`src/design/weld_pkg.sv`:
```
package weld_pkg;
    // ----------------------------------------------------------------
    // register map (byte addresses, one aligned word each)
    // ----------------------------------------------------------------
    localparam logic [4:0] ADDR_CTRL = 5'h00; // process, regulation, display
    localparam logic [4:0] ADDR_TIMES = 5'h04; // squeeze, weld, hold counts
    localparam logic [4:0] ADDR_CURRENT = 5'h08; // set point and limits
    localparam logic [4:0] ADDR_STATUS = 5'h0C; // read only state view
    localparam logic [4:0] ADDR_IRQ_STATUS = 5'h10; // sticky, write one clears
    localparam logic [4:0] ADDR_IRQ_MASK = 5'h14; // same layout as status

    // ----------------------------------------------------------------
    // field positions and codes
    // ----------------------------------------------------------------
    localparam int CTRL_SHOW_PCT_BIT = 16; // display percent current
    localparam logic [7:0] PO_HOLD_PART = 8'h26; // hold part out of window
    localparam logic [7:0] PO_HALF_CYCLE = 8'h09; // half-cycle welding
    localparam logic [7:0] CR_NONE = 8'h00; // no current sensor selected
    localparam logic [7:0] LIMIT_DEFAULT = 8'h00; // limit left unset
    localparam int LIMIT_DEFAULT_DIV = 10; // default window of ten percent
    localparam int IRQ_WELD_DONE = 0; // sequence finished
    localparam int IRQ_CUR_ERROR = 1; // current outside window
    localparam int IRQ_ERR_CLEARED = 2; // operator acknowledged error
    localparam int IRQ_BITS = 3;

    // ----------------------------------------------------------------
    // reset values and timing
    // ----------------------------------------------------------------
    localparam logic [31:0] CTRL_RESET = 32'h0000_0000;
    localparam logic [31:0] TIMES_RESET = 32'h0000_0000;
    localparam logic [31:0] CURRENT_RESET = 32'h0000_0000;
    localparam int CLK_HZ = 250_000_000; // core clock rate
    localparam int MAINS_HZ = 60; // mains frequency
    localparam int HALF_CYCLE_CLKS = CLK_HZ / (2 * MAINS_HZ); // rounds down

    // ----------------------------------------------------------------
    // types
    // ----------------------------------------------------------------
    typedef enum logic [2:0] {
        ST_IDLE = 3'b000,
        ST_SQUEEZE = 3'b001,
        ST_WELD = 3'b011,
        ST_HOLD = 3'b010,
        ST_HELD = 3'b110,
        ST_POR = 3'b111
    } seq_state_e;

    typedef struct packed {
        logic show_pct; // display measured current after each weld
        logic [7:0] reg_sel; // current regulation / sensor code
        logic [7:0] proc_out; // process output selection
    } ctrl_s;

    typedef struct packed {
        logic electrode_valve; // welding head solenoid
        logic isolation_relay; // transformer isolation contactor
        logic alarm_relay; // alarm lamp or controller input
        logic weld_fire; // thyristor firing enable
    } valves_s;
endpackage : weld_pkg

```
`src/design/weld_current_limit_hold_sequencer.sv`:
```
// Notes on behaviour
// [RQ1] process 26 clamps part when current out of window
// [RQ2] valve one electrode, two isolation, three alarm
// [RQ3] electrode stays on if out of window
// [RQ4] schedule uses valve mode 03 for both valves
// [RQ5] isolation only during squeeze, weld and hold
// [RQ6] alarm on while part is held
// [RQ7] electrode and alarm hold until panel acknowledge
// [RQ8] lockout key must be turned before clearing; the code asks for the turned key only while lockout_key_fitted is high
// [RQ9] isolation drops at end of hold regardless
// [RQ10] clearing drops all valves then power-on reset
// [RQ11] process code 09 enables half-cycle welding
// [RQ12] half-cycle schedule: weld 01, off zero
// [RQ13] monitoring enabled by nonzero sensor code
// [RQ14] percent display shows measured current after weld
// [RQ15] zero limits default to plus/minus ten percent
// [RQ16] current error blocks further initiations
// [RQ17] alarm asserts at once on error detection
// [RQ18] current equal to a limit is in window
//
// The register offsets and register access over Avalon-MM were chosen for this implementation.
`timescale 1ns/1ps
`default_nettype none
module weld_current_limit_hold_sequencer #(
    parameter int HALF_CYCLE_DIV = weld_pkg::HALF_CYCLE_CLKS,
    parameter int CUR_W = 8
) (
    input wire logic core_clk,
    input wire logic arst_n,
    // avalon-mm slave
    input wire logic [4:0] avs_address,
    input wire logic avs_read,
    input wire logic avs_write,
    input wire logic [31:0] avs_writedata,
    output logic [31:0] avs_readdata,
    output logic avs_waitrequest,
    // machine side
    input wire logic initiate,
    input wire logic [CUR_W-1:0] measured_current,
    input wire logic current_valid,
    input wire logic panel_button,
    input wire logic lockout_key_fitted,
    input wire logic lockout_key_turned,
    output weld_pkg::valves_s valves,
    output logic [CUR_W-1:0] display_value,
    output logic irq
);
    import weld_pkg::*;

    // ----------------------------------------------------------------
    // helpers
    // ----------------------------------------------------------------
    // effective limit: zero selects set point plus or minus a tenth
    function automatic logic [CUR_W:0] eff_limit(
        input logic [CUR_W-1:0] lim, input logic [CUR_W-1:0] set,
        input logic upper);
        logic [CUR_W:0] tenth;
        tenth = (CUR_W+1)'(set / LIMIT_DEFAULT_DIV);
        if (lim != CUR_W'(LIMIT_DEFAULT)) begin
            eff_limit = {1'b0, lim};
        end else if (upper) begin
            eff_limit = {1'b0, set} + tenth; // [RQ15]
        end else begin
            eff_limit = {1'b0, set} - tenth; // [RQ15]
        end
    endfunction : eff_limit

    // ----------------------------------------------------------------
    // register and bus state
    // ----------------------------------------------------------------
    ctrl_s ctrl, next_ctrl; // process and display selections
    logic [23:0] times, next_times; // squeeze, weld, hold in cycles
    logic [23:0] cur_cfg, next_cur_cfg; // set, high, low
    logic [IRQ_BITS-1:0] irq_stat, next_irq_stat; // sticky events
    logic [IRQ_BITS-1:0] irq_mask, next_irq_mask; // enables
    logic [31:0] next_readdata;
    logic next_waitrequest;
    logic next_irq;

    // ----------------------------------------------------------------
    // sequencer state
    // ----------------------------------------------------------------
    seq_state_e state, next_state;
    logic [8:0] timer, next_timer; // half-cycle ticks left in interval
    logic [31:0] div, next_div; // mains half-cycle divider
    logic tick; // one-cycle pulse each half cycle
    logic [CUR_W-1:0] meas, next_meas; // last sample in weld
    logic err_high, next_err_high; // strictly above high limit
    logic err_low, next_err_low; // strictly below low limit
    logic init_d, next_init_d; // initiate edge detector
    valves_s next_valves;
    logic [CUR_W-1:0] next_display;
    logic [IRQ_BITS-1:0] ev; // events raised this cycle

    // decoded selections
    logic hold_mode, half_mode, mon_en;
    logic [CUR_W:0] hi_lim, lo_lim;
    logic out_hi, out_lo;
    logic [8:0] weld_len;
    logic bus_wr;

    assign hold_mode = (ctrl.proc_out == PO_HOLD_PART); // [RQ1]
    assign half_mode = (ctrl.proc_out == PO_HALF_CYCLE); // [RQ11]
    assign mon_en = (ctrl.reg_sel != CR_NONE); // [RQ13]
    assign hi_lim = eff_limit(cur_cfg[15:8], cur_cfg[7:0], 1'b1);
    assign lo_lim = eff_limit(cur_cfg[23:16], cur_cfg[7:0], 1'b0);
    // equality with a limit counts as inside the window
    assign out_hi = ({1'b0, meas} > hi_lim); // [RQ18]
    assign out_lo = ({1'b0, meas} < lo_lim); // [RQ18]
    // half-cycle mode counts weld in half cycles, else in full cycles
    assign weld_len = half_mode ? {1'b0, times[15:8]} : {times[15:8], 1'b0};
    assign tick = (div == 32'(HALF_CYCLE_DIV - 1));
    // a write takes effect at the edge where waitrequest is seen low
    assign bus_wr = avs_write && !avs_waitrequest;

    // ----------------------------------------------------------------
    // next state of the sequencer
    // ----------------------------------------------------------------
    always_comb begin
        next_state = state;
        next_timer = timer;
        next_meas = meas;
        next_err_high = err_high;
        next_err_low = err_low;
        next_init_d = initiate;
        next_display = display_value;
        next_div = tick ? 32'h0000_0000 : div + 32'h0000_0001;
        ev = '0;
        if (tick && timer != 9'h000) begin
            next_timer = timer - 9'h001;
        end
        case (state)
            ST_IDLE: begin
                // an unacknowledged error refuses new starts
                if (initiate && !init_d && !err_high && !err_low) begin
                    next_state = ST_SQUEEZE; // [RQ16]
                    next_timer = {times[7:0], 1'b0};
                    // a weld with no sample is judged on zero, not stale data
                    next_meas = '0;
                end
            end
            ST_SQUEEZE: begin
                if (timer == 9'h000) begin
                    next_state = ST_WELD;
                    next_timer = weld_len;
                end
            end
            ST_WELD: begin
                if (current_valid) begin
                    next_meas = measured_current;
                end
                if (timer == 9'h000) begin
                    next_state = ST_HOLD;
                    next_timer = {times[23:16], 1'b0};
                    if (ctrl.show_pct) begin
                        next_display = meas; // [RQ14]
                    end
                    if (mon_en && (out_hi || out_lo)) begin
                        next_err_high = out_hi; // [RQ17]
                        next_err_low = out_lo;
                        ev[IRQ_CUR_ERROR] = 1'b1;
                    end
                end
            end
            ST_HOLD: begin
                if (timer == 9'h000) begin
                    ev[IRQ_WELD_DONE] = 1'b1;
                    // out of window in hold mode keeps the part clamped
                    if (hold_mode && (err_high || err_low)) begin
                        next_state = ST_HELD; // [RQ1] [RQ3]
                    end else begin
                        next_state = ST_IDLE; // [RQ3]
                    end
                end
            end
            ST_HELD: begin
                // lockout key, where fitted, gates the acknowledge
                if (panel_button &&
                    (!lockout_key_fitted || lockout_key_turned)) begin
                    next_state = ST_POR; // [RQ7] [RQ8]
                end
            end
            ST_POR: begin
                // one cycle with every valve off, sequencing state cleared
                next_state = ST_IDLE; // [RQ10]
                next_timer = 9'h000;
                next_meas = '0;
                next_err_high = 1'b0;
                next_err_low = 1'b0;
                next_display = '0;
                ev[IRQ_ERR_CLEARED] = 1'b1;
            end
            default: begin
                next_state = ST_POR;
            end
        endcase
        // error outside hold mode is acknowledged from idle
        if (state == ST_IDLE && (err_high || err_low) && panel_button &&
            (!lockout_key_fitted || lockout_key_turned)) begin
            next_state = ST_POR; // [RQ16] [RQ8]
        end
    end

    // valve drive follows the next state so outputs stay registered
    always_comb begin
        next_valves = '0;
        case (next_state)
            ST_SQUEEZE, ST_HOLD: begin
                next_valves.electrode_valve = 1'b1;
                next_valves.isolation_relay = 1'b1; // [RQ5]
            end
            ST_WELD: begin
                next_valves.electrode_valve = 1'b1;
                next_valves.isolation_relay = 1'b1; // [RQ5]
                next_valves.weld_fire = 1'b1;
            end
            ST_HELD: begin
                // contactor open so a shorted thyristor cannot weld
                next_valves.electrode_valve = 1'b1; // [RQ3] [RQ7]
                next_valves.isolation_relay = 1'b0; // [RQ9] [RQ5]
            end
            default: begin
                next_valves = '0; // [RQ10]
            end
        endcase
        // alarm follows any latched error until acknowledge
        if (next_state != ST_POR) begin
            next_valves.alarm_relay = next_err_high || next_err_low; // [RQ6] [RQ17]
        end
    end

    always_ff @(posedge core_clk or negedge arst_n) begin
        if (!arst_n) begin
            state <= ST_IDLE;
            timer <= 9'h000;
            div <= 32'h0000_0000;
            meas <= '0;
            err_high <= 1'b0;
            err_low <= 1'b0;
            init_d <= 1'b0;
            valves <= '0;
            display_value <= '0;
        end else begin
            state <= next_state;
            timer <= next_timer;
            div <= next_div;
            meas <= next_meas;
            err_high <= next_err_high;
            err_low <= next_err_low;
            init_d <= next_init_d;
            valves <= next_valves;
            display_value <= next_display;
        end
    end

    // ----------------------------------------------------------------
    // next state of the register file and bus slave
    // ----------------------------------------------------------------
    always_comb begin
        next_ctrl = ctrl;
        next_times = times;
        next_cur_cfg = cur_cfg;
        next_irq_mask = irq_mask;
        next_irq_stat = irq_stat;
        next_readdata = avs_readdata;
        // one wait cycle, then release for exactly one edge
        next_waitrequest = !((avs_read || avs_write) && avs_waitrequest);
        if (bus_wr) begin
            case (avs_address)
                ADDR_CTRL: next_ctrl = ctrl_s'(avs_writedata[16:0]);
                ADDR_TIMES: next_times = avs_writedata[23:0];
                ADDR_CURRENT: next_cur_cfg = avs_writedata[23:0];
                ADDR_IRQ_STATUS: begin
                    next_irq_stat = irq_stat & ~avs_writedata[IRQ_BITS-1:0];
                end
                ADDR_IRQ_MASK: next_irq_mask = avs_writedata[IRQ_BITS-1:0];
                default: begin
                    next_ctrl = ctrl; // unmapped writes are ignored
                end
            endcase
        end
        // a new event wins over a clear in the same cycle
        next_irq_stat = next_irq_stat | ev;
        if (avs_read && avs_waitrequest) begin
            case (avs_address)
                ADDR_CTRL: next_readdata = {15'h0000, ctrl};
                ADDR_TIMES: next_readdata = {8'h00, times};
                ADDR_CURRENT: next_readdata = {8'h00, cur_cfg};
                ADDR_STATUS: begin
                    next_readdata = {8'h00, 8'(display_value), 8'(meas),
                                     3'b000, err_low, err_high, state};
                end
                ADDR_IRQ_STATUS: next_readdata = {29'h0, irq_stat};
                ADDR_IRQ_MASK: next_readdata = {29'h0, irq_mask};
                default: next_readdata = 32'h0000_0000;
            endcase
        end
        next_irq = |(next_irq_stat & next_irq_mask);
    end

    always_ff @(posedge core_clk or negedge arst_n) begin
        if (!arst_n) begin
            ctrl <= ctrl_s'(CTRL_RESET[16:0]);
            times <= TIMES_RESET[23:0];
            cur_cfg <= CURRENT_RESET[23:0];
            irq_stat <= '0;
            irq_mask <= '0;
            avs_readdata <= 32'h0000_0000;
            avs_waitrequest <= 1'b1;
            irq <= 1'b0;
        end else begin
            ctrl <= next_ctrl;
            times <= next_times;
            cur_cfg <= next_cur_cfg;
            irq_stat <= next_irq_stat;
            irq_mask <= next_irq_mask;
            avs_readdata <= next_readdata;
            avs_waitrequest <= next_waitrequest;
            irq <= next_irq;
        end
    end
endmodule : weld_current_limit_hold_sequencer
`default_nettype wire

```
`config.mk`:
```
export PLATFORM = sky130hd
export DESIGN_NAME = weld_current_limit_hold_sequencer
export DESIGN_NICKNAME = d
export VERILOG_FILES = /design/src/design/weld_pkg.sv /design/src/design/weld_current_limit_hold_sequencer.sv
export SDC_FILE = /design/constraint.sdc
export NUM_CORES = 1
export LEC_CHECK = 0
export BUFFER_PORTS_ARGS = -buffer_cell sky130_fd_sc_hd__buf_2
export CORE_ASPECT_RATIO = 0.75
export CORE_MARGIN = 3
export CORE_UTILIZATION = 59
export DETAILED_ROUTE_END_ITERATION = 10
export PLACE_DENSITY = 0.8
export SLEW_MARGIN = 20
export SYNTH_ARGS = -nofsm -noshare
export SYNTH_HDL_FRONTEND = slang
export SYNTH_SLANG_ARGS = --single-unit
```
`constraint.sdc`:
```
create_clock -name core_clk -period 5.8 [get_ports core_clk]
set_input_delay 0.29 -clock core_clk [delete_from_list [all_inputs] [get_ports core_clk]]
set_output_delay 0.29 -clock core_clk [all_outputs]
set_load 0.03 [all_outputs]
```
==> run summary, run 1 <==
Before antenna repair, the detailed router went through 8 iterations. Broken down by cell family, the worst path's largest delay share belongs to compound AO/OA/AOI/OAI gates. After detailed placement, the total cell area comes to 9879 um2. The worst vdd rail ir drop was 0.2712 mV. In this design, the critical path's most frequently occurring cell is sky130_fd_sc_hd__a21oi_1. The die is 150.3 um wide. The tools report the critical path endpoint category as a flip-flop. The tools report the pin count of the biggest net entering global routing as 88.

The total overflow reported by the global router is 0. On the critical path, the stage with the largest delay is an instance of sky130_fd_sc_hd__o32a_1. The final antenna diode count is 0.

The synthesized netlist contains 81 unique library cells. The utilization after layout is 0.7116. The sequential power share was 0.404; the starting utilization of the core area was 0.6187. In this run the remaining antenna-violating nets after routing total 0. The first global-routing pass estimated 39.51 mm of wire.

TritonCTS built the clock tree. Counting instances, the worst hold path has a depth of 2. The count of buffers added on input and output ports is 83.

For the detailed-placement wirelength estimate, the log shows 17.70 mm. Summed over all instances, the cell type with the most area after synthesis is sky130_fd_sc_hd__dfrtp_1. After clock tree synthesis, the clock-pin slew on the worst setup and hold paths is 0.06 ns. The final number of max-transition violations is 0, and the final number of hold-violating endpoints is 0.

The proportion of total power due to net switching came out at 0.3160. The die outline area was 17160 um2; the minimum clock period was 5.554 ns. For the number of antenna violations at the first check in global routing, the log shows 0. The sum of negative setup slack is 0 ns. The number of global-route vias before repair was 7268; the maximum cell stage delay along the critical path was 0.42 ns. Data arrival time of the worst path: 5.90 ns.

Sequential area share after synthesis: 0.4458. Counting buffers and inverters, the worst setup path is 26 cells deep. The flip-flop cell with the highest count after synthesis is sky130_fd_sc_hd__dfrtp_1. Averaged over all synthesized cells, the footprint is 10.50 um2. Placeable core area: 14880 um2. The startpoint kind of the worst setup timing path was a flip-flop.

The I/O pin total was 100; the die height was 114.2 um. The run gives 0 as the residual DRC count. The run gives 0.251 as the combinational group share of total power.

Number of DRC markers in iteration 0: 835. The initialized floorplan defines 38 standard-cell rows. The share of synthesized flip-flops with an asynchronous set or reset works out to 1.000.

The kind of critical path is flip-flop to flip-flop. Fmax: 0.1800 GHz. Worst min-delay path class: primary input to flip-flop. The clock passes through at most 2 buffers.

The logs give 4 for the number of levels the H-tree was split into and 877 for the gate count of the mapped netlist. The run gives 0.2974 as the aggregate global-route resource usage. The ratio of final minimum period to clock period is 0.9577.

After detailed routing, the number of vias per cell comes to 6.336. The number of setup violations in the final report was 0. The analysis attributes to net switching a power of 0.001034 W. The count of buffering cells on the critical path with inverters included is 3. With fillers left out, the area of the finished cells amounts to 10590 um2. The internal power of the cells totals 0.002238 W. The cell area that synthesis handed to floorplanning was 9208 um2. The cell sitting at the root of the clock tree is a sky130_fd_sc_hd__clkbuf_16.

The post-route non-filler standard cell count was 1186; the area growth from synthesis to final layout was 15.02%. The tools report the source-to-sink clock delay at the later pin of the worst-skew pair as 0.43 ns. Share of cells above drive strength 1: 0.2688.

The tools report the proportion of power drawn by the clock network as 0.345. The logs give 0.2959 for the headroom to the max-slew limit and 7514 for the total number of vias. Counting flops with a built-in enable in the synthesized netlist gives 0. The average wire per standard cell came out at 20.88 um. The final layout contains 1058 nets. The number of CTS-inserted buffers was 17.

The required time at the worst-slack endpoint was 6.14 ns; the smallest hold slack was 0.04643 ns. Counting cells, the worst reg-to-reg path comes to 26. The tool flagged a number of max-cap violations equal to 0.

Top cell type's share of synthesized area: 0.4430. The maximum net fanout on the critical path was 4; the worst clock skew was 0.006575 ns. The final estimated routing congestion in global placement was 0.9322; the cell total after placement was 1149. Setup repair after global routing left no endpoint under its margin. The run finished with clean final reports. The ratio of total power to cell area works out to 308.9 nW/um2. The leakage power was 4.857 nW. After synthesis, the cell types taking the most area are sky130_fd_sc_hd__dfrtp_1, sky130_fd_sc_hd__mux2_2, sky130_fd_sc_hd__ha_1, sky130_fd_sc_hd__nand2_1, sky130_fd_sc_hd__xnor2_1. The slew at the pin with the worst max-slew slack was 1.054 ns; the count of yosys warnings during synthesis was 0. The synthesized design contains 164 register bits.

Summed over all layers, the routed wires come to 24.76 mm. The clock net in this run drives a total of 164 sinks.
worst reg2reg max path, stage by stage (launching register included):
cell,delay [ns]
sky130_fd_sc_hd__dfrtp_1,0.38
sky130_fd_sc_hd__nor2_2,0.12
sky130_fd_sc_hd__inv_1,0.07
sky130_fd_sc_hd__ha_4,0.28
sky130_fd_sc_hd__nor2b_1,0.06
sky130_fd_sc_hd__a211o_1,0.30
sky130_fd_sc_hd__a31oi_4,0.17
sky130_fd_sc_hd__a21oi_1,0.06
sky130_fd_sc_hd__o32a_1,0.42
sky130_fd_sc_hd__buf_4,0.16
sky130_fd_sc_hd__nor4b_1,0.34
sky130_fd_sc_hd__a2111o_1,0.20
sky130_fd_sc_hd__ha_1,0.19
sky130_fd_sc_hd__inv_1,0.06
sky130_fd_sc_hd__fa_1,0.38
sky130_fd_sc_hd__nand2b_1,0.13
sky130_fd_sc_hd__a21oi_1,0.08
sky130_fd_sc_hd__nor2_1,0.17
sky130_fd_sc_hd__xnor2_1,0.14
sky130_fd_sc_hd__a21oi_1,0.11
sky130_fd_sc_hd__ha_1,0.33
sky130_fd_sc_hd__nand4_1,0.10
sky130_fd_sc_hd__a221o_1,0.29
sky130_fd_sc_hd__a31oi_1,0.25
sky130_fd_sc_hd__o21ai_2,0.19
sky130_fd_sc_hd__a31o_2,0.29
sky130_fd_sc_hd__a32oi_1,0.19
worst paths after layout:
kind	start	endpoint	slack, ns
worst max-delay path	cur_cfg[5]$_DFFE_PN0P_	valves[1]$_DFF_PN0_	0.25
worst min-delay path	avs_read	avs_waitrequest$_DFF_PN1_	0.05
worst max register to register	cur_cfg[5]$_DFFE_PN0P_	valves[1]$_DFF_PN0_	0.25
worst min register to register	div[31]$_DFF_PN0_	div[31]$_DFF_PN0_	0.48
max in group asynchronous	arst_n	avs_readdata[21]$_DFFE_PN0P_	3.87
min in group asynchronous	arst_n	div[26]$_DFF_PN0_	0.46
per-layer routing:
metal	global-route usage	share of wire	vias to the layer above
met3	0.08904	0.096	36
met1	0.4445	0.45	3723
met5	0	0	-
met2	0.4331	0.44	346
li1	-	-	3409
met4	0.06338	0.014	0
registers in the layout (all words and copies together), names as in the netlist:
name             count
irq_stat             3
err_low              1
timer                9
err_high             1
state                3
irq                  1
cur_cfg             24
meas                 8
valves               4
times               24
display_value        8
avs_waitrequest      1
ctrl                17
init_d               1
irq_mask             3
div                 32
avs_readdata        24
Yosys cell counts, drive strengths merged (4+ instances only):
cell	count
nor4b	6
dfrtp	163
nand2	80
mux2i	16
o31ai	7
inv	28
a22oi	17
nand3	24
o22ai	4
a22o	21
mux4	11
or4	4
xor2	16
ha	29
nor2	52
and4	4
nor3	17
nand2b	10
nor2b	12
a211oi	4
and2	5
clkbuf	24
a31oi	7
nand4	11
xnor2	31
nor4	10
o21ai	53
buf	20
mux2	76
a21oi	40
o21bai	7
a221oi	6
power groups by stage:
stage	combinational [W]	clock, W	sequential, W
floorplan	0.000516	0	0.00131
global placement	0.000744	0	0.00133
detailed placement	0.000759	0	0.00134
CTS	0.000772	0.00114	0.00131
global route	0.000893	0.00119	0.00133
finish	0.000822	0.00113	0.00132
cells by family (layout without fill, tap and decap cells):
group	after synthesis	count (layout)	share of synthesized area
AOI/OAI and AO/OA	200	200	0.1459
DFF	164	164	0.4458
buffers and inverters	74	176	0.03628
and+or+nand+nor	256	256	0.1447
other	1	8	0.0004073
adders and majority gates	32	32	0.04484
muxes	103	103	0.1372
xor gates and xnor gates	47	47	0.04471
metrics by stage:
stage / worst slack, ns / total power (W)
2_1_floorplan: 0.4302 / 0.001827
3_3_place_gp: 0.2266 / 0.002075
3_5_place_dp: 0.1373 / 0.002094
4_1_cts: 0.007195 / 0.003226
5_1_grt: 0.0009517 / 0.003416
6_report: 0.2456 / 0.003271
cell type report:
class / instances / area (um2)
flip-flops and latches: 164 / 4105
well taps: 200 / 250.2
clock inverters: 14 / 152.6
inverters: 30 / 112.6
clock buffers: 18 / 439.2
fillers: 1122 / 4292
repair buffers: 114 / 659.4
multi-input cells: 646 / 4871
cells in the final DEF (no fill, tap or decap), types with 8 or more instances in the layout:
| cell | n |
|---|---|
| sky130_fd_sc_hd__conb_1 | 8 |
| sky130_fd_sc_hd__mux4_2 | 11 |
| sky130_fd_sc_hd__xnor2_1 | 31 |
| sky130_fd_sc_hd__nor2b_1 | 11 |
| sky130_fd_sc_hd__inv_1 | 28 |
| sky130_fd_sc_hd__nand3_1 | 22 |
| sky130_fd_sc_hd__buf_2 | 82 |
| sky130_fd_sc_hd__nor3_1 | 15 |
| sky130_fd_sc_hd__a22oi_1 | 17 |
| sky130_fd_sc_hd__xor2_1 | 16 |
| sky130_fd_sc_hd__clkbuf_16 | 17 |
| sky130_fd_sc_hd__nor4_1 | 10 |
| sky130_fd_sc_hd__nor2_1 | 49 |
| sky130_fd_sc_hd__nand4_1 | 11 |
| sky130_fd_sc_hd__dfrtp_1 | 163 |
| sky130_fd_sc_hd__nand2_1 | 78 |
| sky130_fd_sc_hd__a21oi_1 | 38 |
| sky130_fd_sc_hd__nand2b_1 | 10 |
| sky130_fd_sc_hd__mux2i_1 | 16 |
| sky130_fd_sc_hd__ha_1 | 27 |
| sky130_fd_sc_hd__a22o_1 | 21 |
| sky130_fd_sc_hd__o21ai_0 | 49 |
| sky130_fd_sc_hd__buf_4 | 29 |
| sky130_fd_sc_hd__mux2_2 | 76 |
timing repair:
item	4_1_cts	5_1_grt
resized for setup	0	18
buffers inserted	0	3
endpoints found under the setup margin	0	5
hold endpoints to repair	86	0
hold buffers	2	0
Note: power is estimated with default switching activity, not from simulation.
==> run 2, diff against run 1 <==
- BUFFER_PORTS_ARGS: -buffer_cell sky130_fd_sc_hd__buf_2 -> -buffer_cell sky130_fd_sc_hd__buf_4
- CTS_CLUSTER_SIZE: not set -> 8
- clock period: 5.8 -> 5.6 ns (I/O delays scaled with it)
==> run 2 against run 1 <==
  * Sequential power rose by 4%
  * Register-to-register slack got worse by 0.17 ns
  * Highest routed layer unchanged
  * Critical endpoint unchanged
  * Clock power up 4%
==> run summary, run 2 (same netlist as run 1, synthesis figures left out) <==
The run finished with clean final reports. The buffer count from post-CTS setup fixing is 0 (unchanged). Total overflow reported by the global router: 0 (unchanged). The total of buffers placed on input and output ports works out to 83 (unchanged).

The average wire per standard cell was 21.03 um (+0.73%). The post-route non-filler standard cell count is 1192 (+0.51%). The fmax was 0.1811 GHz (+0.57%). Number of routed nets with antenna violations: 0 (unchanged). The maximum net fanout on the critical path is 4 (unchanged).

The run gives 17 (unchanged) as the number of CTS-inserted buffers. Most common cell after layout, fill and taps aside: sky130_fd_sc_hd__dfrtp_1. The total of max-cap violations is 0 (unchanged), and the die height is 114.2 um (unchanged). The path class of the tightest hold or removal check is primary input to flip-flop.

The cell total after placement was 1158 (+0.78%). Footprint of the flip-flops and latches: 4105 um2 (unchanged). The tools report the multi-input combinational cell area as 4950 um2 (+1.6%). Utilization after layout: 0.7341 (+0.02245). The cell sitting at the root of the clock tree is a sky130_fd_sc_hd__clkbuf_16. The required time at the worst-slack endpoint came out at 5.94 ns (-0.20 ns). STA classifies the critical path startpoint as a flip-flop. The tools report the worst clock skew as 0.007228 ns (+0.0006532 ns). The data arrival time of the worst path was 5.86 ns (-0.04 ns). The detailed-placement wirelength estimate came out at 17.79 mm (+0.50%). The number of global-route vias before repair was 7320 (+0.72%).

The slew at the pin with the worst max-slew slack is 1.157 ns (+0.1032 ns), and the post-detailed-route via-to-cell ratio is 6.314 (-0.34%). The logs give 25.07 mm (+1.2%) for the final routed wirelength across all metal layers and 39.85 mm (+0.86%) for the first-pass GRT wire length. Count of TritonRoute iterations in the first routing pass: 5 (-3).

The run gives 0.43 ns (about the same) as the source-to-sink clock delay at the later pin of the worst-skew pair. The ratio of total power to cell area came out at 317.1 nW/um2 (+2.6%). In the layout the commonest cells are sky130_fd_sc_hd__dfrtp_1, sky130_fd_sc_hd__buf_4, sky130_fd_sc_hd__nand2_1, sky130_fd_sc_hd__mux2_2.

The number of DRC markers in iteration 0 came out at 713 (-15%). The die outline area came out at 17160 um2 (unchanged). For the final estimated routing congestion in global placement, the log shows 0.9431 (+1.2%). The number of antenna violations at the first check in global routing is 1 (+1).

For the residual DRC count, the log shows 0 (unchanged). The ratio of final minimum period to clock period works out to 0.9863 (+0.02860). The leakage power is 4.944 nW (+1.8%). The die width was 150.3 um (unchanged); the number of setup violations in the final report was 0 (unchanged). The share of cells above drive strength 1 was 0.2886 (+0.01983); the minimum clock period was 5.523 ns (-0.03139 ns).

For the final number of max-transition violations, the log shows 0 (unchanged). The logs give 0.3012 (+0.003821) for the aggregate global-route resource usage and 7526 (+0.16%) for the total number of vias. For the number of levels the H-tree was split into, the log shows 4 (unchanged). The logs give 164 (unchanged) for the number of clock sinks seen by CTS and 2 (unchanged) for the buffer depth of the longest clock path.

The tools report the pin count of the biggest net entering global routing as 96 (+9.1%). The tools report the placeable core area as 14880 um2 (unchanged). The run gives 0.6187 (unchanged) as the starting utilization of the core area.

Top register by number of flip-flops: div. The clock transition at the register clock pins on the worst setup and hold paths after CTS is 0.07 ns (about the same), and the area growth from synthesis to final layout is 18.64%. The number of fillers in the final layout was 1052 (-6.2%). The number of flip-flops in the largest register came out at 32 (unchanged). Setup repair after global routing could not meet its margin everywhere. The logs give 0.2267 (-0.06924) for the headroom to the max-slew limit and 100 (unchanged) for the I/O pin total. The cell row count is 38 (unchanged).

The worst setup path is of the flip-flop to flip-flop kind. The worst setup path is captured at a flip-flop. The final number of hold-violating endpoints is 0 (unchanged). The tools report the worst vdd rail ir drop as 0.2360 mV (-13%).

Layout net count: 1064 (+0.57%). TritonCTS built the clock tree.
==> run 2: cell count changes in the layout (fill, tap and decap cells not counted), sizes merged <==
| cell | previous run | this run |
|---|---|---|
| buf | 112 | 118 |
| clkinvlp | 4 | 2 |
| diode | 0 | 1 |
| inv | 31 | 32 |
==> run 2: repair_timing <==
action / CTS / global route
setup endpoints to repair: 1 / 5
resized for setup: 2 / 36
hold buffers: 2 / 0
endpoints found under the hold margin: 94 / 0
gates cloned: 0 / 0
pin swaps: 0 / 29
==> run 2: final timing paths <==
check / to / depth (start not counted) / slack [ns] / start
setup reg to reg: valves[1]$_DFF_PN0_ / 27 / 0.08 / cur_cfg[5]$_DFFE_PN0P_
setup / recovery: valves[1]$_DFF_PN0_ / 27 / 0.08 / cur_cfg[5]$_DFFE_PN0P_
max in group asynchronous: div[1]$_DFF_PN0_ / 3 / 3.66 / arst_n
hold / removal: avs_waitrequest$_DFF_PN1_ / 2 / 0.03 / avs_read
hold reg to reg: div[31]$_DFF_PN0_ / 1 / 0.48 / div[31]$_DFF_PN0_
min in group asynchronous: div[22]$_DFF_PN0_ / 2 / 0.50 / arst_n
==> run 2: per-stage QoR <==
step           cell area (um2)  setup slack (ns)  hold WS (ns)  power, W  TNS [ns]
6_report                 10920           0.07696       0.02617  0.003464         0
5_1_grt                  10920           -0.1653       0.02529  0.003629   -0.4292
4_1_cts                  10770         0.0003473       0.02256  0.003384         0
3_5_place_dp             10150           0.03859        0.4068  0.002212         0
3_3_place_gp             10150           0.07142        0.4039  0.002195         0
2_1_floorplan             9234            0.2302      -0.01559  0.001892         0
==> run 2: where the power goes <==
group	switching, W	internal [W]
registers	0.000101	0.00127
logic	0.000487	0.000430
clock network	0.000504	0.000675
==> run 2: area by class of cell <==
| type | count | share of cell area |
|---|---|---|
| Sequential cell | 164 | 0.3758 |
| Inverter | 30 | 0.01031 |
| Tap cell | 200 | 0.02291 |
| Clock buffer | 18 | 0.04020 |
| Clock inverter | 13 | 0.01386 |
| Antenna cell | 1 | 0.0002291 |
| Multi-Input combinational cell | 646 | 0.4531 |
| Timing Repair Buffer | 120 | 0.08361 |
==> run 2: metal layers <==
layer | part of all wire | routed length, um | GRT usage | vias up
met2 | 0.43 | 10650 | 0.4211 | 370
met1 | 0.46 | 11570 | 0.4602 | 3718
met3 | 0.094 | 2367 | 0.09102 | 37
li1 | - | - | - | 3401
met4 | 0.019 | 478 | 0.07495 | 0
met5 | 0 | 0 | 0 | -
==> run 2: critical path, cell delays in order (launching register included) <==
cell,delay (ns)
sky130_fd_sc_hd__dfrtp_1,0.38
sky130_fd_sc_hd__nor2_2,0.15
sky130_fd_sc_hd__inv_2,0.07
sky130_fd_sc_hd__ha_4,0.29
sky130_fd_sc_hd__nor2b_2,0.05
sky130_fd_sc_hd__a211o_1,0.29
sky130_fd_sc_hd__a31oi_4,0.19
sky130_fd_sc_hd__a21oi_2,0.05
sky130_fd_sc_hd__o32a_1,0.39
sky130_fd_sc_hd__maj3_2,0.33
sky130_fd_sc_hd__a2111o_1,0.47
sky130_fd_sc_hd__buf_4,0.16
sky130_fd_sc_hd__ha_2,0.17
sky130_fd_sc_hd__inv_2,0.06
sky130_fd_sc_hd__fa_2,0.23
sky130_fd_sc_hd__nand2b_4,0.07
sky130_fd_sc_hd__a21oi_2,0.13
sky130_fd_sc_hd__nor2_2,0.06
sky130_fd_sc_hd__xnor2_1,0.15
sky130_fd_sc_hd__a21oi_1,0.09
sky130_fd_sc_hd__ha_1,0.32
sky130_fd_sc_hd__nand4_1,0.09
sky130_fd_sc_hd__a221o_1,0.29
sky130_fd_sc_hd__a31oi_1,0.22
sky130_fd_sc_hd__o21ai_1,0.10
sky130_fd_sc_hd__buf_4,0.17
sky130_fd_sc_hd__a31o_2,0.25
sky130_fd_sc_hd__a32oi_2,0.21
==> run 3, diff against run 2 <==
- CORE_UTILIZATION: 59 -> 60
- CTS_BUF_LIST: not set -> sky130_fd_sc_hd__clkbuf_4
- PLACE_DENSITY: 0.8 -> 0.81
- clock period: 5.6 -> 6.5 ns (I/O delays scaled with it)
==> run 3 against run 2 <==
  * First-iteration DRC count grew 17%
  * Non-clock buffer count is the same
  * Via count shrank 0.47%
  * Largest power group unchanged
  * Critical path type unchanged
  * Highest routed layer unchanged
  * Final cell count is the same
  * Worst hold slack gained 0.0058 ns
==> run summary, run 3 (same netlist as run 1, synthesis figures left out) <==
For the utilization after layout, the log shows 0.7225 (-0.01157). Critical path's most frequent cell: sky130_fd_sc_hd__nor2_1. The beginning of the worst hold path was avs_writedata[16].

Total number of vias: 7491 (-0.47%). Area growth from synthesis to final layout: 15.65%. The leakage power was 4.832 nW (-2.3%); the post-detailed-route via-to-cell ratio was 6.284 (-0.47%). For the buffer count from post-CTS setup fixing, the log shows 0 (unchanged). The logs give 7325 (+0.068%) for the number of global-route vias before repair and 0.2265 (about the same) for the headroom to the max-slew limit. The end point of the worst hold path was ctrl[16]$_DFFE_PN0P_. The residual DRC count is 0 (unchanged).

The library cell used most frequently in the layout, excluding fill and tap cells, is sky130_fd_sc_hd__dfrtp_1. The die outline area is 16880 um2 (-1.6%), and the sum of negative setup slack is 0 ns (unchanged). The worst clock skew was 0.01204 ns (+0.004810 ns). The proportion of power drawn by the clock network was 0.300 (-0.040). The buffer depth of the longest clock path is 2 (unchanged). The average wire per standard cell is 20.48 um (-2.6%), and the register-to-register setup slack is 0.53 ns (+0.45 ns). The final number of max-transition violations is 0 (unchanged), and the combinational group share of total power is 0.256 (-0.009). The final antenna diode count came out at 0 (-1).

The flow ran to the end, and the final reports show no timing, DRC or antenna violations. The total of buffers placed on input and output ports was 83 (unchanged); the number of fillers in the final layout was 1070 (+1.7%). The number of clock sinks seen by CTS was 164 (unchanged). The tools report the critical path endpoint category as a flip-flop. The maximum net fanout on the critical path works out to 6 (+2).

The number of cells on the worst hold path is 2 (unchanged). The kind of critical path was flip-flop to flip-flop. The endpoint identified for the worst register-to-register timing path is valves[1]$_DFF_PN0_. The final estimated routing congestion in global placement is 0.9194 (-2.5%). The final number of hold-violating endpoints came out at 0 (unchanged). The required time at the worst-slack endpoint is 6.97 ns (+1.03 ns). Setup repair after global routing left no endpoint under its margin. The tools report the I/O pin total as 100 (unchanged). For the fmax, the log shows 0.1674 GHz (-7.6%).

The sequential power share was 0.444 (+0.049); the source-to-sink clock delay at the later pin of the worst-skew pair was 0.56 ns (+0.13 ns). The number of routed nets with antenna violations is 0 (unchanged), and the ratio of total power to cell area is 249.2 nW/um2 (-21%). The die width works out to 149.0 um (-0.81%). The internal power of the cells is 0.001826 W (-23%).

The minimum clock period is 5.974 ns (+0.4511 ns). The startpoint kind of the worst setup timing path is a flip-flop. The clock transition at the register clock pins on the worst setup and hold paths after CTS was 0.14 ns (+0.07 ns); the pin count of the biggest net entering global routing was 90 (-6.3%). Cell count of the worst reg-to-reg path: 25 (-7.4%). TritonCTS built the clock tree.

The run gives 38 (unchanged) as the cell row count. The path class of the tightest hold or removal check is primary input to flip-flop. The run gives 0.6247 (+0.005988) as the starting utilization of the core area. The logs give 0.2005 mV (-15%) for the worst vdd rail ir drop and 0 (unchanged) for the total overflow reported by the global router. The share of cells above drive strength 1 is 0.2349 (-0.05372), and the placeable core area is 14740 um2 (-0.96%). The family with the most delay on the worst path was compound AO/OA/AOI/OAI gates. The count of TritonRoute iterations in the first routing pass came out at 7 (+2). The startpoint identified for the worst register-to-register timing path is cur_cfg[6]$_DFFE_PN0P_.

For the total of max-cap violations, the log shows 0 (unchanged). The detailed-placement wirelength estimate was 17.23 mm (-3.1%); the switching power was 0.0008274 W (-24%). Number of antenna violations at the first check in global routing: 0 (-1). The run gives 17 (unchanged) as the number of CTS-inserted buffers. The ratio of final minimum period to clock period came out at 0.9191 (-0.06715). The aggregate global-route resource usage is 0.2988 (-0.002466). div holds more flip-flops than any other register. The count of buffering cells on the critical path with inverters included works out to 2 (-2).

Layout net count: 1064 (unchanged). The number of DRC markers in iteration 0 is 833 (+17%). The tools report the first-pass GRT wire length as 39.45 mm (-0.99%).

The slowest stage of the critical path belongs to the cell sky130_fd_sc_hd__fa_1. The number of levels the H-tree was split into is 4 (unchanged), and the maximum cell stage delay along the critical path is 0.41 ns (-0.06 ns). The run gives 24.41 mm (-2.6%) as the final routed wirelength across all metal layers. The buffer cell driving the clock tree root was sky130_fd_sc_hd__clkbuf_4.

Number of setup violations in the final report: 0 (unchanged). The top cell types in the final layout, fill and taps aside, are sky130_fd_sc_hd__dfrtp_1, sky130_fd_sc_hd__buf_4, sky130_fd_sc_hd__nand2_1, sky130_fd_sc_hd__mux2_2, sky130_fd_sc_hd__nor2_1. The data arrival time of the worst path came out at 6.45 ns (+0.59 ns). Slew at the pin with the worst max-slew slack: 1.158 ns (+0.0007043 ns). Die height: 113.3 um (-0.80%). The proportion of total power due to net switching was 0.3118 (-0.003410); the number of flip-flops in the largest register was 32 (unchanged).
==> run 3: layer usage <==
| metal | vias up | global-route usage | wire length [um] |
|---|---|---|---|
| met3 | 35 | 0.07806 | 2383 |
| met2 | 353 | 0.4342 | 10430 |
| met4 | 0 | 0.07012 | 395 |
| met5 | - | 0 | 0 |
| li1 | 3408 | - | - |
| met1 | 3695 | 0.4529 | 11200 |
==> run 3: power by group through the flow <==
| stage | clock (W) | sequential (W) | combinational (W) |
|---|---|---|---|
| 6_report | 0.000795 | 0.00118 | 0.000680 |
| 5_1_grt | 0.000847 | 0.00119 | 0.000754 |
| 4_1_cts | 0.000801 | 0.00117 | 0.000665 |
| 3_5_place_dp | 0 | 0.00119 | 0.000644 |
| 3_3_place_gp | 0 | 0.00119 | 0.000633 |
| 2_1_floorplan | 0 | 0.00117 | 0.000460 |
==> run 3: timing repair <==
action | in CTS | in global routing
hold buffers | 25 | 3
setup endpoints to repair | 0 | 4
hold endpoints to repair | 125 | 4
gates resized for setup | 0 | 3
==> run 3: final cells by class <==
type / instances / area (um2) / share of cell area
inverter: 30 / 112.6 / 0.01057
multi-input combinational: 646 / 4810 / 0.4516
timing repair buffer: 120 / 974.7 / 0.09153
clock inverter: 13 / 254.0 / 0.02385
sequential: 164 / 4105 / 0.3855
tap: 200 / 250.2 / 0.02350
clock buffer: 19 / 142.6 / 0.01339
==> run 3: worst max-delay path by stage <==
stage          depth (start not counted)             endpoint  slack (ns)                    from
4_1_cts                               26  valves[1]$_DFF_PN0_        0.42  cur_cfg[6]$_DFFE_PN0P_
5_1_grt                               25  valves[1]$_DFF_PN0_        0.08  cur_cfg[6]$_DFFE_PN0P_
6_report                              25  valves[1]$_DFF_PN0_        0.53  cur_cfg[6]$_DFFE_PN0P_
3_5_place_dp                          26  valves[1]$_DFF_PN0_        0.47  cur_cfg[6]$_DFFE_PN0P_
3_3_place_gp                          26  valves[1]$_DFF_PN0_        0.52  cur_cfg[6]$_DFFE_PN0P_
2_1_floorplan                         27  valves[1]$_DFF_PN0_        1.13  cur_cfg[6]$_DFFE_PN0P_
==> run 3: worst reg2reg max path: cells and delay by family (launching register included) <==
| kind | cells | cell delay, ns |
|---|---|---|
| DFF | 1 | 0.40 |
| and+or+nand+nor | 6 | 0.95 |
| AOI/OAI and AO/OA | 11 | 2.51 |
| xor gates and xnor gates | 1 | 0.15 |
| buffers and inverters | 2 | 0.22 |
| adders and majority gates | 5 | 1.68 |
==> run 3: stage by stage <==
stage | instances | hold WS [ns] | instance area, um2 | power [W] | setup slack (ns)
after floorplan | 884 | 0.02941 | 9234 | 0.001630 | 1.130
after global placement | 1132 | 0.4458 | 9957 | 0.001823 | 0.5204
after detailed placement | 1132 | 0.4449 | 9957 | 0.001838 | 0.4680
after CTS | 1189 | 0.001199 | 10600 | 0.002640 | 0.4201
after global routing | 1192 | 0.002623 | 10650 | 0.002788 | 0.08475
final | 1192 | 0.03193 | 10650 | 0.002653 | 0.5258
